<file path="config.mk">
export PLATFORM = sky130hd
export DESIGN_NAME = psf_fsm
export DESIGN_NICKNAME = d
export VERILOG_FILES = /design/src/psf_pkg.sv /design/src/psf_fsm.sv
export VERILOG_INCLUDE_DIRS = /design/src
export SDC_FILE = /design/constraint.sdc
export NUM_CORES = 1
export LEC_CHECK = 0
export BUFFER_PORTS_ARGS = -buffer_cell sky130_fd_sc_hd__clkbuf_2
export CORE_MARGIN = 1.5
export CORE_UTILIZATION = 31
export CTS_CLUSTER_SIZE = 10
export DETAILED_ROUTE_END_ITERATION = 16
export SLEW_MARGIN = 20
export SYNTH_ARGS = -nofsm -noshare
export SYNTH_HDL_FRONTEND = slang
export SYNTH_SLANG_ARGS = --single-unit
</file>
<file path="constraint.sdc">
create_clock -name ref_clk -period 3.65 [get_ports ref_clk]
set_clock_uncertainty 0.1 [all_clocks]
set_input_delay 0.365 -clock ref_clk [delete_from_list [all_inputs] [get_ports ref_clk]]
set_output_delay 0.365 -clock ref_clk [all_outputs]
set_load 0.005 [all_outputs]
</file>
<file path="src/psf_cfg.svh">
// Configuration constants for the standby and fail-safe sequencer
`ifndef PSF_CFG_SVH
`define PSF_CFG_SVH
// ******************************************************
// Register offsets
// ******************************************************
`define PSF_ADDR_CTRL     8'h00
`define PSF_ADDR_STATUS   8'h04
`define PSF_ADDR_CNT      8'h08
`define PSF_ADDR_IRQ      8'h0C
// ******************************************************
// Field positions
// ******************************************************
`define PSF_CTRL_LP_STBY   0
`define PSF_CTRL_PIN_EXIT  1
`define PSF_CTRL_RTRY_EXIT 2
`define PSF_CTRL_SAFE_ACT  3
`define PSF_CTRL_SAFE_DFS  4
`define PSF_CTRL_AON_MODE  5
`define PSF_CTRL_RST_AON   6
`define PSF_CTRL_VMON_EN   7
`define PSF_CTRL_WATCHDOG_ENABLE_BIT     8
`define PSF_CTRL_LIM_LSB   12
`define PSF_CTRL_WDC_LSB   16
// ******************************************************
// Reset values and timing
// ******************************************************
`define PSF_CTRL_RESET     32'h0000_0000
`define PSF_MASK_RESET     1'b1
`define PSF_CLK_MHZ        50
`define PSF_SEQ_STEP_US    10
`define PSF_SEQ_STEP_CYC   (`PSF_SEQ_STEP_US * `PSF_CLK_MHZ)
`define PSF_RETRY_MS       100
`define PSF_RETRY_CYC      (`PSF_RETRY_MS * 1000 * `PSF_CLK_MHZ)
`endif

</file>
<file path="src/psf_pkg.sv">
// Types for the standby and fail-safe sequencer
package psf_pkg;
  typedef enum logic [3:0] {
    PSF_OFF      = 4'h0,
    PSF_RUN      = 4'h1,
    PSF_STBY     = 4'h2,
    PSF_PD_OFF   = 4'h3,
    PSF_PD_FAULT = 4'h4,
    PSF_PD_RST   = 4'h5,
    PSF_FAILSAFE = 4'h6,
    PSF_DFS      = 4'h7,
    PSF_PWRUP    = 4'h8
  } psf_state_type;

  typedef struct packed {
    logic       power_good_out;
    logic       system_reset_out_n;
    logic       safety_out_n;
    logic       always_on_regulator;
    logic [3:0] sys_reg_en;
  } psf_pins_type;

  typedef struct packed {
    logic hf_clk_always;
    logic pwm_allowed;
    logic vmon_run;
    logic wdog_run;
    logic mon_run;
    logic dms_run;
  } psf_mon_type;
endpackage

</file>
<file path="src/psf_fsm.sv">
// Standby, power-down, fail-safe and deep fail-safe state machine
// ******************************************************
// ******************************************************
//
// Our own choices: the strobed register port and the address map.
`timescale 1ns/1ns
`include "psf_cfg.svh"

module psf_fsm #(
  parameter int NREG      = 4,
  parameter int RETRY_CYC = `PSF_RETRY_CYC
) (
  input  wire logic                  ref_clk,
  input  wire logic                  reset_n,
  input  wire logic [7:0]            reg_addr,
  input  wire logic [31:0]           reg_wdata,
  input  wire logic                  reg_wr,
  input  wire logic                  reg_rd,
  output logic [31:0]                reg_rdata,
  input  wire logic                  standby_req,
  input  wire logic                  power_on_pin,
  input  wire logic                  turnoff_req,
  input  wire logic                  fault_evt,
  input  wire logic                  reset_evt,
  input  wire logic                  critical_fail,
  input  wire logic                  wd_good_refresh,
  input  wire logic                  pwrup_done,
  output psf_pkg::psf_pins_type      pins,
  output psf_pkg::psf_mon_type       mon,
  output logic                       irq_out_n,
  output psf_pkg::psf_state_type     state
);
  // ******************************************************
  // Synchronisers for pins from outside
  // ******************************************************
  logic [1:0] stby_sync_ff, pon_sync_ff, toff_sync_ff;
  logic       stby_s, pon_s, toff_s, pon_prev_ff, pon_armed_ff;

  // Two flops each; only the second stage is read
  always_ff @(posedge ref_clk) begin
    if (!reset_n) begin
      stby_sync_ff <= 2'h0;
      pon_sync_ff  <= 2'h0;
      toff_sync_ff <= 2'h0;
    end else begin
      stby_sync_ff <= {stby_sync_ff[0], standby_req};
      pon_sync_ff  <= {pon_sync_ff[0], power_on_pin};
      toff_sync_ff <= {toff_sync_ff[0], turnoff_req};
    end
  end
  assign stby_s = stby_sync_ff[1];
  assign pon_s  = pon_sync_ff[1];
  assign toff_s = toff_sync_ff[1];

  // ******************************************************
  // Configuration register
  // ******************************************************
  logic [31:0] ctrl_ff;
  logic        lp_stby, pin_en, rtry_en, safe_act, safe_dfs, aon_always, rst_aon;
  logic [3:0]  fs_limit;
  logic [2:0]  wdc_limit;

  // Configuration is written whole, in any state
  always_ff @(posedge ref_clk) begin
    if (!reset_n)
      ctrl_ff <= `PSF_CTRL_RESET;
    else if (reg_wr && reg_addr == `PSF_ADDR_CTRL)
      ctrl_ff <= reg_wdata;
  end
  assign lp_stby    = ctrl_ff[`PSF_CTRL_LP_STBY];
  assign pin_en     = ctrl_ff[`PSF_CTRL_PIN_EXIT];
  assign rtry_en    = ctrl_ff[`PSF_CTRL_RTRY_EXIT];
  assign safe_act   = ctrl_ff[`PSF_CTRL_SAFE_ACT];
  assign safe_dfs   = ctrl_ff[`PSF_CTRL_SAFE_DFS];
  assign aon_always = ctrl_ff[`PSF_CTRL_AON_MODE];
  assign rst_aon    = ctrl_ff[`PSF_CTRL_RST_AON];
  assign fs_limit   = ctrl_ff[`PSF_CTRL_LIM_LSB +: 4];
  assign wdc_limit  = ctrl_ff[`PSF_CTRL_WDC_LSB +: 3];

  // ******************************************************
  // Main state machine
  // ******************************************************
  psf_pkg::psf_state_type state_ff, nxt_state;
  logic [15:0] step_cnt_ff;
  logic [$clog2(NREG+1)-1:0] reg_on_ff;
  logic [3:0]  failsafe_counter_ff;
  logic [7:0]  retry_counter_ff;
  logic [31:0] retry_tmr_ff;
  logic        step_tick, pd_done, dfs_by_count, pin_exit, retry_exit, sys_on;

  assign step_tick = step_cnt_ff == 16'(`PSF_SEQ_STEP_CYC - 1);
  assign pd_done   = reg_on_ff == '0 && step_tick;
  assign sys_on    = state_ff == psf_pkg::PSF_RUN || state_ff == psf_pkg::PSF_STBY;
  // Zero limit means counting never locks the device down
  assign dfs_by_count = fs_limit != 4'h0 && failsafe_counter_ff == fs_limit;
  assign pin_exit   = pin_en && pon_armed_ff && pon_s && !pon_prev_ff;
  assign retry_exit = rtry_en && retry_tmr_ff == 32'(RETRY_CYC - 1);

  // Next state; power-down causes are prioritised fault first
  always_comb begin
    nxt_state = state_ff;
    unique case (state_ff)
      psf_pkg::PSF_OFF:
        if (pon_s) nxt_state = psf_pkg::PSF_PWRUP;
      psf_pkg::PSF_PWRUP:
        if (pwrup_done) nxt_state = psf_pkg::PSF_RUN;
      psf_pkg::PSF_RUN, psf_pkg::PSF_STBY: begin
        if (fault_evt)      nxt_state = psf_pkg::PSF_PD_FAULT;
        else if (reset_evt) nxt_state = psf_pkg::PSF_PD_RST;
        else if (toff_s)    nxt_state = psf_pkg::PSF_PD_OFF;
        else if (state_ff == psf_pkg::PSF_RUN && stby_s) nxt_state = psf_pkg::PSF_STBY;
        else if (state_ff == psf_pkg::PSF_STBY && !stby_s) nxt_state = psf_pkg::PSF_RUN;
      end
      psf_pkg::PSF_PD_OFF:
        if (pd_done) nxt_state = psf_pkg::PSF_OFF;
      psf_pkg::PSF_PD_FAULT:
        if (pd_done) nxt_state = psf_pkg::PSF_FAILSAFE;
      psf_pkg::PSF_PD_RST:
        if (pd_done) nxt_state = psf_pkg::PSF_PWRUP;
      psf_pkg::PSF_FAILSAFE:
        nxt_state = dfs_by_count ? psf_pkg::PSF_DFS : psf_pkg::PSF_PWRUP;
      psf_pkg::PSF_DFS:
        if (pin_exit || retry_exit) nxt_state = psf_pkg::PSF_PWRUP;
      default: nxt_state = psf_pkg::PSF_OFF;
    endcase
    if (critical_fail && state_ff != psf_pkg::PSF_DFS) nxt_state = psf_pkg::PSF_DFS;
  end

  always_ff @(posedge ref_clk) begin
    if (!reset_n) state_ff <= psf_pkg::PSF_OFF;
    else          state_ff <= nxt_state;
  end
  assign state = state_ff;

  // ******************************************************
  // Regulator sequencing
  // ******************************************************
  logic in_pd;
  assign in_pd = state_ff == psf_pkg::PSF_PD_OFF || state_ff == psf_pkg::PSF_PD_FAULT ||
                 state_ff == psf_pkg::PSF_PD_RST;

  // Step timer paces one regulator per step in either direction
  always_ff @(posedge ref_clk) begin
    if (!reset_n || state_ff != nxt_state || step_tick)
      step_cnt_ff <= 16'h0000;
    else if (in_pd || state_ff == psf_pkg::PSF_PWRUP)
      step_cnt_ff <= step_cnt_ff + 16'h0001;
  end

  // Regulators go off highest first in power-down and all at once in lockdown, come on lowest first
  always_ff @(posedge ref_clk) begin
    if (!reset_n)
      reg_on_ff <= '0;
    else if (state_ff == psf_pkg::PSF_DFS || state_ff == psf_pkg::PSF_FAILSAFE)
      reg_on_ff <= '0;
    else if (in_pd && step_tick && reg_on_ff != '0)
      reg_on_ff <= reg_on_ff - 1'b1;
    else if (state_ff == psf_pkg::PSF_PWRUP && step_tick && reg_on_ff != NREG[$bits(reg_on_ff)-1:0])
      reg_on_ff <= reg_on_ff + 1'b1;
  end

  // ******************************************************
  // Fail-safe and retry counters
  // ******************************************************
  logic [2:0] wd_ok_cnt_ff;

  // Host clear only in system-on states; increment wins over a clear
  always_ff @(posedge ref_clk) begin
    if (!reset_n) begin
      failsafe_counter_ff    <= 4'h0;
      wd_ok_cnt_ff <= 3'h0;
    end else if (state_ff == psf_pkg::PSF_FAILSAFE) begin
      if (!dfs_by_count) failsafe_counter_ff <= failsafe_counter_ff + 4'h1;
    end else if (sys_on && reg_wr && reg_addr == `PSF_ADDR_CNT && reg_wdata[0]) begin
      failsafe_counter_ff    <= 4'h0;
      wd_ok_cnt_ff <= 3'h0;
    end else if (sys_on && wdc_limit != 3'h0 && wd_good_refresh) begin
      if (wd_ok_cnt_ff == wdc_limit - 3'h1) begin
        failsafe_counter_ff    <= 4'h0;
        wd_ok_cnt_ff <= 3'h0;
      end else
        wd_ok_cnt_ff <= wd_ok_cnt_ff + 3'h1;
    end
  end

  // Retry timer runs only in lockdown with retry exit enabled
  always_ff @(posedge ref_clk) begin
    if (!reset_n || state_ff != psf_pkg::PSF_DFS || !rtry_en || retry_exit)
      retry_tmr_ff <= 32'h0000_0000;
    else
      retry_tmr_ff <= retry_tmr_ff + 32'h0000_0001;
  end

  // A retry in the same cycle as a host clear still counts
  always_ff @(posedge ref_clk) begin
    if (!reset_n)
      retry_counter_ff <= 8'h00;
    else if (state_ff == psf_pkg::PSF_DFS && retry_exit && !pin_exit)
      retry_counter_ff <= retry_counter_ff + 8'h01;
    else if (reg_wr && reg_addr == `PSF_ADDR_CNT && reg_wdata[1])
      retry_counter_ff <= 8'h00;
  end

  // Pin must be seen low inside lockdown before a rising edge counts
  always_ff @(posedge ref_clk) begin
    if (!reset_n) begin
      pon_prev_ff  <= 1'b0;
      pon_armed_ff <= 1'b0;
    end else begin
      pon_prev_ff <= pon_s;
      if (state_ff != psf_pkg::PSF_DFS) pon_armed_ff <= 1'b0;
      else if (!pon_s)                  pon_armed_ff <= 1'b1;
    end
  end

  // ******************************************************
  // Interrupt flag and safety latch
  // ******************************************************
  logic irq_flag_ff, irq_mask_ff, stby_entry, fault_seen_ff;
  assign stby_entry = state_ff == psf_pkg::PSF_RUN && nxt_state == psf_pkg::PSF_STBY;

  // Set wins over a write-one clear in the same cycle
  always_ff @(posedge ref_clk) begin
    if (!reset_n) begin
      irq_flag_ff <= 1'b0;
      irq_mask_ff <= `PSF_MASK_RESET;
    end else begin
      if (stby_entry) irq_flag_ff <= 1'b1;
      else if (reg_wr && reg_addr == `PSF_ADDR_IRQ && reg_wdata[0]) irq_flag_ff <= 1'b0;
      if (reg_wr && reg_addr == `PSF_ADDR_IRQ) irq_mask_ff <= reg_wdata[1];
    end
  end

  always_ff @(posedge ref_clk) begin
    if (!reset_n)       fault_seen_ff <= 1'b0;
    else if (fault_evt) fault_seen_ff <= 1'b1;
  end

  // ******************************************************
  // Pin outputs and monitor enables
  // ******************************************************
  logic aon_keep, safe_assert;
  always_comb begin
    unique case (state_ff)
      psf_pkg::PSF_DFS:                           aon_keep = 1'b0;
      psf_pkg::PSF_PD_RST:                        aon_keep = rst_aon;
      psf_pkg::PSF_PD_OFF, psf_pkg::PSF_PD_FAULT,
      psf_pkg::PSF_FAILSAFE, psf_pkg::PSF_OFF:    aon_keep = aon_always;
      default:                                    aon_keep = 1'b1;
    endcase
    if (state_ff == psf_pkg::PSF_DFS)
      safe_assert = safe_act | safe_dfs | fault_seen_ff;
    else if (state_ff == psf_pkg::PSF_STBY)
      safe_assert = safe_act;
    else
      safe_assert = fault_seen_ff;
  end

  always_ff @(posedge ref_clk) begin
    if (!reset_n) begin
      pins <= '0;
      mon  <= '0;
      irq_out_n <= 1'b1;
    end else begin
      pins.power_good_out      <= sys_on;
      pins.system_reset_out_n  <= sys_on;
      pins.safety_out_n        <= !safe_assert;
      pins.always_on_regulator <= aon_keep;
      for (int i = 0; i < NREG; i++)
        pins.sys_reg_en[i] <= reg_on_ff > i[$bits(reg_on_ff)-1:0];
      mon.hf_clk_always <= state_ff == psf_pkg::PSF_RUN || (state_ff == psf_pkg::PSF_STBY && !lp_stby);
      mon.pwm_allowed   <= !(state_ff == psf_pkg::PSF_STBY && lp_stby);
      mon.vmon_run <= sys_on && !(state_ff == psf_pkg::PSF_STBY && lp_stby) && ctrl_ff[`PSF_CTRL_VMON_EN];
      mon.wdog_run <= sys_on && !(state_ff == psf_pkg::PSF_STBY && lp_stby) && ctrl_ff[`PSF_CTRL_WATCHDOG_ENABLE_BIT];
      mon.mon_run  <= sys_on && !(state_ff == psf_pkg::PSF_STBY && lp_stby);
      mon.dms_run  <= state_ff == psf_pkg::PSF_RUN;
      irq_out_n    <= !(irq_flag_ff && !irq_mask_ff);
    end
  end

  // ******************************************************
  // Register read port
  // ******************************************************
  always_ff @(posedge ref_clk) begin
    if (!reset_n)
      reg_rdata <= 32'h0000_0000;
    else if (reg_rd) begin
      unique case (reg_addr)
        `PSF_ADDR_CTRL:   reg_rdata <= ctrl_ff;
        `PSF_ADDR_STATUS: reg_rdata <= {28'h0, state_ff};
        `PSF_ADDR_CNT:    reg_rdata <= {16'h0, retry_counter_ff, 4'h0, failsafe_counter_ff};
        `PSF_ADDR_IRQ:    reg_rdata <= {30'h0, irq_mask_ff, irq_flag_ff};
        default:          reg_rdata <= 32'h0000_0000;
      endcase
    end else
      reg_rdata <= 32'h0000_0000;
  end
endmodule

</file>
==> results of run 1 <==
cells in the final DEF, fill, tap and decap left out, types with 12 or more instances in the layout:
master,n
a21oi_1,63
and2_1,31
and3_1,15
clkbuf_16,17
clkbuf_2,102
dfxtp_1,159
ha_1,12
inv_1,18
mux2i_1,14
nand2_1,99
nand3_1,31
nand4_1,12
nor2_1,106
o21ai_0,24
xnor2_1,25
xor2_1,30
final cells by class:
cell class                      count  area, um2
Antenna cell                        2       5.00
Clock buffer                       17        425
Clock inverter                     15        209
Fill cell                        2167      12900
Inverter                           19       71.3
Multi-Input combinational cell    555       3210
Sequential cell                   159       3180
Tap cell                          275        344
Timing Repair Buffer              113        593
registers in the layout (all words and copies together), names as in the netlist:
name / flops
state: 4
stby_sync_ff: 2
pon_armed_ff: 1
irq_flag_ff: 1
retry_counter_ff: 8
pon_sync_ff: 2
step_cnt_ff: 16
reg_rdata: 32
mon: 6
irq_mask_ff: 1
pon_prev_ff: 1
failsafe_counter_ff: 4
pins: 7
irq_out_n: 1
fault_seen_ff: 1
retry_tmr_ff: 32
reg_on_ff: 3
ctrl_ff: 32
toff_sync_ff: 2
wd_ok_cnt_ff: 3
path summary, 6_finish.rpt:
path	start	to	slack [ns]	cells past startpoint
min	reg_wdata[20]	ctrl_ff[20]	0.04	3
max reg2reg	retry_tmr_ff[16]	step_cnt_ff[8]	0.17	8
max	retry_tmr_ff[16]	step_cnt_ff[8]	0.17	8
min reg2reg	pon_sync_ff[0]	pon_sync_ff[1]	0.34	1
timing repair:
action	in CTS	in global routing
gates resized for setup	0	1
hold endpoints to repair	0	0
setup endpoints to repair	0	16
stage by stage:
step           setup WS, ns  total power [uW]  util, %  hold WS (ns)  instance area, um2
2_1_floorplan         0.368              1910        -         0.289                6590
3_3_place_gp          0.179              1990     35.3         0.323                7400
3_5_place_dp          0.149              1990     35.3         0.325                7400
4_1_cts               0.119              3810     38.4        0.0260                8040
5_1_grt              0.0164              3910     38.4        0.0292                8040
6_report              0.174              3760     38.4        0.0366                8040
critical path, stage by stage, from the launching register on:
cell	delay, ns
dfxtp_1	0.35
nand4bb_1	0.18
or4_1	0.50
or4_4	0.56
a21o_1	0.21
or4_1	0.48
a211o_1	0.30
a2111o_2	0.57
nor2_1	0.15
metal layers:
layer	vias to the layer above	GRT usage, %	routed length [um]
li1	2807	-	-
met1	2516	19.3	7740
met2	114	22.8	6800
met3	6	4.01	760
met4	0	4.41	106
met5	-	0	0
cells by family (layout without fill, tap and decap cells):
logic type / after synthesis / count (layout) / synth area share [%]
and+or+nand+nor: 362 / 362 / 26.8
DFF: 159 / 159 / 48.3
AOI/OAI and AO/OA: 110 / 110 / 9.37
xor gates and xnor gates: 55 / 55 / 7.32
buffers and inverters: 51 / 164 / 3.08
muxes: 16 / 16 / 2.81
adders and majority gates: 12 / 12 / 2.28
other: 0 / 2 / 0
where the power goes:
group          switching (uW)  internal (uW)  total, uW
clock                     865            945       1810
sequential               21.2           1750       1770
combinational             102           75.9        178
==> flow_metrics.py, run 1 <==
metrics = {
    "outcome": {
        "status": "complete, no violations",
    },
    "clock_network": {
        "cts_setup_buffers": 0,
        "path_clk_slew_ns": 0.08,
        "clock_sinks": 159,
        "cts_tree": "yes",
        "clockRootBuffer": "clkbuf_16",
        "cts_buffer_depth": 2,
        "cts_made_buffers": 17,
        "htreeDepth": 4,
        "clock_latency_ns": 0.43,
        "holdBufCountCts": 0,
    },
    "logic_synthesis": {
        "synth_top_area_cell": "dfxtp_1",
        "netlist_area_um2": 6590,
        "ys_top_cells_by_count": "dfxtp_1 (159), nor2_1 (106), nand2_1 (99)",
        "ys_seq_area_share_pct": 48.3,
        "synth_nets": 829,
        "yosysMostFrequentCell": "dfxtp_1",
        "syn_inst": 765,
        "synth_seq_cells": 159,
        "synth-edff-count": 0,
        "yosys_warnings": 0,
        "async_reset_ff_share_pct": 0,
        "synth_area_leaders": "dfxtp_1 (48%), nor2_1 (6.0%), nand2_1 (5.6%)",
        "synth.avg_cell_area_um2": 8.61,
        "yosysUniqueCellTypes": 51,
        "synth_top_area_share_pct": 48.3,
        "synth_top_flop_cell": "dfxtp_1",
    },
    "timing": {
        "setup_violations": 0,
        "relSlewSlack_pct": 56.6,
        "period_minus_slack_ns": 3.48,
        "tightest_slew_ns": 0.644,
        "slew_viol_final": 0,
        "rsz0062_at_grt": "no",
        "post-route-period-util_pct": 95.2,
        "max_freq_ghz": 0.288,
        "final_hold_viol_count": 0,
        "fin_setup_tns_ns": 0,
    },
    "worst_hold_path": {
        "holdCritPathClass": "input port to flip-flop",
    },
    "critical_path": {
        "end_kind": "flip-flop",
        "cp-start-kind": "flip-flop",
        "critical_path_arrival_ns": 3.74,
        "cp_max_fo": 16,
        "critPathKind": "flip-flop to flip-flop",
        "crit_required_ns": 3.91,
    },
    "place": {
        "io_buffer_count": 102,
        "gp_congestion": 0.805,
        "hpwl_um": 11200,
        "place_inst": 1121,
    },
    "floorplan": {
        "ioPinCount": 103,
        "core_um2": 21000,
        "rows": 53,
        "fp.dieW_um": 149,
        "start_util_pct": 31.4,
        "die_y_um": 149,
        "die_area_um2": 22100,
    },
    "drt": {
        "wl_per_cell_um": 13.3,
        "wirelength_um": 15400,
        "dr_total_vias": 5443,
        "drcViolationCount": 0,
        "drtIter0Drc": 340,
        "ant_nets": 0,
        "viasPerCell": 4.71,
        "drtPass1Iterations": 4,
    },
    "grt": {
        "grt_pass1_wl_um": 25300,
        "track_usage_pct": 14.5,
        "grt_max_degree": 37,
        "grt_pass1_vias": 5024,
        "grt_overflow": 0,
        "antenna_found_initial": 1,
    },
    "cells_and_area": {
        "syn_to_final_growth_pct": 22.2,
        "drive_gt1_share_pct": 17.4,
        "fin_nets": 929,
        "fin_cells": 1155,
    },
    "power": {
        "irDropWorstVdd_mv": 0.232,
        "powerDensity_nw_per_um2": 467,
        "p_leak_uw": 0.00309,
    },
    "flow_run": {
        "drv_cap": 0,
    },
}
(Power assumes the default switching activity.)
==> run 2, diff against run 1 <==
--- a/config.mk
+++ b/config.mk
@@ -8,9 +8,11 @@
 export LEC_CHECK = 0
 export BUFFER_PORTS_ARGS = -buffer_cell sky130_fd_sc_hd__clkbuf_2
 export CORE_MARGIN = 1.5
-export CORE_UTILIZATION = 31
+export CORE_UTILIZATION = 56
 export CTS_CLUSTER_SIZE = 10
 export DETAILED_ROUTE_END_ITERATION = 16
+export PLACE_DENSITY = 0.79
+export RECOVER_POWER = 50
 export SLEW_MARGIN = 20
 export SYNTH_ARGS = -nofsm -noshare
 export SYNTH_HDL_FRONTEND = slang
==> run 2 against run 1 <==
Net effect:
- the run now ends with capacitance limit, slew limit left
- sequential power is essentially flat
- global-route usage grew 11 points
- register-to-register slack got worse by 0.05 ns
- total power rose by 0.13%
- cell area down 3.0%
- utilization grew 30 points
- via count up 5.0%
- routed wire length is 1.7% higher
- maximum frequency is 1.4% lower
- cell count down 12%
- worst hold slack better by 0.00081 ns
- die area decreased by 44%
- critical endpoint is now step_cnt_ff[12]
==> flow_metrics.py, run 2 (synthesis gave the netlist of run 1 again) <==
metrics = {
    "critical_path": {
        "end_kind": "flip-flop",
        "rr_endpoint": "step_cnt_ff[12]",
        "r2r_cells": 8,
        "crit_start": "retry_tmr_ff[16]",
        "crit_required_ns": 3.92,
        "critPathKind": "flip-flop to flip-flop",
        "r2r-start": "retry_tmr_ff[16]",
        "r2r_setup_slack_ns": 0.13,
        "cp_max_fo": 8,
        "cp-start-kind": "flip-flop",
        "critical_path_arrival_ns": 3.80,
    },
    "power": {
        "pwr-share-seq_pct": 47.2,
        "powerDensity_nw_per_um2": 482,
        "power.total_uw": 3760,
        "p_sw_uw": 813,
        "irDropWorstVdd_mv": 0.443,
        "power.internal_uw": 2950,
        "comb_power_share_pct": 4.7,
        "p_leak_uw": 0.00298,
        "sw_frac_of_total_pct": 21.6,
        "clkPwrFrac_pct": 48.1,
    },
    "drt": {
        "wl_per_cell_um": 15.4,
        "ant_nets": 0,
        "wirelength_um": 15700,
        "drtIter0Drc": 473,
        "drcViolationCount": 0,
        "drtPass1Iterations": 8,
        "dr_total_vias": 5715,
        "viasPerCell": 5.61,
    },
    "grt": {
        "use_met2_pct": 43.1,
        "top_usage_layer": "met2",
        "grt_pass1_vias": 5493,
        "grtUsageMet3_pct": 6.53,
        "grt_max_degree": 54,
        "grt_pass1_wl_um": 25600,
        "track_usage_pct": 25.6,
        "grt_overflow": 0,
        "antenna_found_initial": 0,
        "grtUsageMet1_pct": 31.5,
    },
    "cells_and_area": {
        "layout_commonest_cell": "dfxtp_1",
        "fin_nets": 927,
        "multiInputGateArea_um2": 3220,
        "syn_to_final_growth_pct": 18.4,
        "fill_cells": 906,
        "seqCellArea_um2": 3180,
        "reg.largest.list": "ctrl_ff x32, reg_rdata x32, retry_tmr_ff x32",
        "diodes": 0,
        "drive_gt1_share_pct": 14.5,
        "final_cell_mix": "dfxtp_1 (159), nor2_1 (105), nand2_1 (99)",
    },
    "clock_network": {
        "cts_setup_buffers": 0,
        "cts_tree": "yes",
        "clockRootBuffer": "clkbuf_16",
        "clock_latency_ns": 0.44,
        "htreeDepth": 4,
        "cts_made_buffers": 17,
        "cts_buffer_depth": 2,
        "clock_sinks": 159,
        "holdBufCountCts": 0,
        "path_clk_slew_ns": 0.06,
    },
    "timing": {
        "tightest_slew_ns": 2.39,
        "relSlewSlack_pct": -59.4,
        "post-route-period-util_pct": 96.6,
        "rsz0062_at_grt": "no",
        "slew_viol_final": 54,
        "max_freq_ghz": 0.284,
        "fin_setup_tns_ns": 0,
        "period_minus_slack_ns": 3.52,
        "setup_violations": 0,
        "final_hold_viol_count": 0,
    },
    "worst_hold_path": {
        "min_path_cells": 2,
        "holdCritPathClass": "input port to flip-flop",
        "hp-start": "power_on_pin",
        "hold_end": "pon_sync_ff[0]",
    },
    "floorplan": {
        "fp.dieW_um": 111,
        "ioPinCount": 103,
        "die_y_um": 111,
        "core_um2": 11500,
        "start_util_pct": 57.4,
        "die_area_um2": 12400,
        "rows": 39,
    },
    "place": {
        "io_buffer_count": 102,
        "gp_congestion": 0.883,
        "hpwl_um": 10700,
    },
    "flow_run": {
        "drv_cap": 1,
    },
    "outcome": {
        "status": "finished, violations left",
        "violations": "capacitance limit, slew limit",
    },
}
==> run 2: power groups by stage <==
stage | Clock [uW] | Combinational, uW | Sequential, uW
3_5_place_dp | 0 | 170 | 1810
6_report | 1810 | 177 | 1770
3_3_place_gp | 0 | 165 | 1810
4_1_cts | 1840 | 171 | 1770
2_1_floorplan | 0 | 113 | 1800
5_1_grt | 1920 | 193 | 1780
==> run 2: worst max-delay path by stage <==
stage,depth (start not counted),end
finish,8,step_cnt_ff[12]
global route,8,step_cnt_ff[7]
CTS,8,step_cnt_ff[12]
detailed placement,8,step_cnt_ff[8]
global placement,8,step_cnt_ff[8]
floorplan,9,step_cnt_ff[10]
==> run 2: layout make-up <==
type | count | area share, %
Multi-Input combinational cell | 556 | 41.3
Sequential cell | 159 | 40.8
Timing Repair Buffer | 110 | 6.90
Clock buffer | 22 | 6.08
Tap cell | 143 | 2.29
Clock inverter | 10 | 1.72
Inverter | 19 | 0.914
==> run 2: timing repair <==
item                                    CTS  global route
endpoints found under the setup margin    0            15
endpoints found under the hold margin     0             0
gates resized for setup                   0             2
==> run 2: routing by layer <==
metal / vias up / wire length [um]
li1: 2797 / -
met1: 2653 / 6630
met2: 226 / 7720
met3: 39 / 973
met4: 0 / 349
met5: - / 0
==> run 2: critical path: stages, from the launching register on <==
cell and delay, ns:
dfxtp_1 0.35, nand4bb_1 0.18, or4_1 0.50, or4_4 0.56, a21o_1 0.21, or4_1 0.51
a211o_1 0.33, a2111o_2 0.58, nor2_1 0.13
==> run 2: per-stage QoR <==
step	hold WS, ns	cell area [um2]	cells	worst slack [ns]	util (%)
after global routing	0.0400	7800	1019	0.0142	68.0
final	0.0374	7800	1019	0.126	68.0
after floorplan	0.289	6590	765	0.368	-
after CTS	0.0403	7820	1018	0.0886	68.2
after detailed placement	0.329	7220	986	0.116	62.9
after global placement	0.318	7220	986	0.271	62.9
==> run 3, diff against run 2 <==
--- a/config.mk
+++ b/config.mk
@@ -7,11 +7,14 @@
 export NUM_CORES = 1
 export LEC_CHECK = 0
 export BUFFER_PORTS_ARGS = -buffer_cell sky130_fd_sc_hd__clkbuf_2
+export CELL_PAD_IN_SITES_DETAIL_PLACEMENT = 1
+export CELL_PAD_IN_SITES_GLOBAL_PLACEMENT = 2
+export CORE_ASPECT_RATIO = 0.5
 export CORE_MARGIN = 1.5
-export CORE_UTILIZATION = 56
+export CORE_UTILIZATION = 34
 export CTS_CLUSTER_SIZE = 10
 export DETAILED_ROUTE_END_ITERATION = 16
-export PLACE_DENSITY = 0.79
+export PLACE_DENSITY_LB_ADDON = 0.1
 export RECOVER_POWER = 50
 export SLEW_MARGIN = 20
 export SYNTH_ARGS = -nofsm -noshare
==> run 3 against run 2 <==
Net effect:
- the run now ends clean
- cell count increased by 12%
- setup slack improved by 0.074 ns
- die area increased by 63%
- first-iteration DRC count decreased by 61%
- non-clock buffer count increased by 11
- cell area increased by 1.7%
- flip-flop and latch count unchanged
- maximum frequency increased by 2.1%
- total power decreased by 2.9%
- critical path type unchanged
- critical endpoint is now step_cnt_ff[8]
- largest power group is now sequential cells
- highest routed layer unchanged
==> flow_metrics.py, run 3 (synthesis gave the netlist of run 1 again) <==
metrics = {
    "cells_and_area": {
        "fill_cells": 2307,
        "multiInputGateArea_um2": 3210,
        "fin_nets": 937,
        "drive_gt1_share_pct": 13.4,
        "fin_cells": 1145,
        "diodes": 0,
        "syn_to_final_growth_pct": 20.5,
        "stdcell_area_um2": 7930,
        "layout_commonest_cell": "dfxtp_1",
        "reg.largest.list": "ctrl_ff x32, reg_rdata x32, retry_tmr_ff x32",
        "seqCellArea_um2": 3180,
        "final_cell_mix": "dfxtp_1 (159), nor2_1 (106), nand2_1 (99)",
    },
    "clock_network": {
        "cts_tree": "yes",
        "cts_made_buffers": 17,
        "path_clk_slew_ns": 0.07,
        "htreeDepth": 4,
        "cts_buffer_depth": 2,
        "cts_setup_buffers": 0,
        "clock_latency_ns": 0.43,
        "clockRootBuffer": "clkbuf_16",
        "clock_sinks": 159,
    },
    "power": {
        "p_leak_uw": 0.00295,
        "power.total_uw": 3650,
        "irDropWorstVdd_mv": 0.337,
        "powerDensity_nw_per_um2": 461,
    },
    "timing": {
        "post-route-period-util_pct": 94.5,
        "final_hold_viol_count": 0,
        "slew_viol_final": 0,
        "rsz0062_at_grt": "no",
        "tightest_slew_ns": 1.17,
        "setup_violations": 0,
        "timing.final.ws_setup_ns": 0.199,
        "fin_setup_tns_ns": 0,
        "relSlewSlack_pct": 21.6,
        "max_freq_ghz": 0.290,
        "period_minus_slack_ns": 3.45,
    },
    "drt": {
        "ant_nets": 0,
        "viasPerCell": 4.89,
        "dr_total_vias": 5604,
        "drcViolationCount": 0,
        "wirelength_um": 17700,
        "drtIter0Drc": 183,
        "drtPass1Iterations": 4,
        "wl_per_cell_um": 15.5,
    },
    "place": {
        "dpl_worst_slack_ns": 0.104,
        "dpl-instance-area_um2": 7440,
        "hpwl_um": 13000,
        "io_buffer_count": 102,
        "gp_congestion": 0.761,
        "place_inst": 1113,
    },
    "grt": {
        "grt_overflow": 0,
        "grt_pass1_vias": 5392,
        "grt_max_degree": 34,
        "antenna_found_initial": 0,
        "grt_pass1_wl_um": 28200,
        "track_usage_pct": 18.1,
    },
    "critical_path": {
        "cp-start-kind": "flip-flop",
        "critPathKind": "flip-flop to flip-flop",
        "cp_max_fo": 16,
        "critical_path_arrival_ns": 3.71,
        "end_kind": "flip-flop",
        "crit_required_ns": 3.91,
    },
    "worst_hold_path": {
        "holdCritPathClass": "input port to flip-flop",
    },
    "floorplan": {
        "rows": 35,
        "core_um2": 18700,
        "fp.dieW_um": 200,
        "ioPinCount": 103,
        "die_area_um2": 20300,
        "start_util_pct": 35.2,
        "die_y_um": 101,
    },
    "flow_run": {
        "drv_cap": 0,
    },
    "outcome": {
        "status": "complete, no violations",
    },
}
-- run 3: cell count changes in the layout (fill, tap and decap cells not counted), sizes merged --
| cell | previous run | this run |
|---|---|---|
| a2111o | 2 | 1 |
| bufinv | 3 | 0 |
| buf | 5 | 16 |
| inv | 19 | 25 |
| clkbuf | 127 | 124 |
-- run 3: repair_timing --
item / in CTS / in global routing
setup endpoints to repair: 0 / 8
gates resized for setup: 0 / 1
hold buffers: 0 / 0
-- run 3: final timing paths --
kind	end	slack, ns	from	cells past startpoint
setup / recovery	step_cnt_ff[8]	0.20	retry_tmr_ff[17]	8
hold / removal	stby_sync_ff[0]	0.04	standby_req	2
setup reg to reg	step_cnt_ff[8]	0.20	retry_tmr_ff[17]	8
hold reg to reg	irq_out_n	0.32	irq_flag_ff	1
-- run 3: per-stage QoR --
stage | utilization, % | hold WS, ns
2_1_floorplan | - | 0.289
3_3_place_gp | 39.8 | 0.306
3_5_place_dp | 39.8 | 0.314
4_1_cts | 42.8 | 0.0229
5_1_grt | 42.4 | 0.0404
6_report | 42.4 | 0.0417
-- run 3: cell type report --
cell class / instances / area share (%)
multi-input cells: 555 / 40.4
flip-flops and latches: 159 / 40.1
repair buffers: 121 / 7.48
clock buffers: 19 / 5.71
well taps: 259 / 4.08
clock inverters: 13 / 1.29
inverters: 19 / 0.899
-- run 3: where the power goes --
group	switching, uW	internal, uW
Sequential	21.5	1750
Clock	782	920
Combinational	104	77.4
Total	907	2750
-- run 3: metal layers --
layer  vias up  part of all wire [%]  global-route usage, %
met2        80                    44                   29.6
met4         0                  0.97                   5.03
li1       2811                     -                      -
met3        13                   3.3                   4.26
met1      2700                    51                   24.0
met5         -                     0                      0
-- run 3: worst max-delay path, cell delays in order, from the launching register on --
cell	delay, ns
dfxtp_1	0.34
nand4bb_1	0.18
or4_1	0.50
or4_4	0.56
a21o_1	0.20
or4_1	0.46
a211o_1	0.30
a2111o_2	0.58
nor2_1	0.15
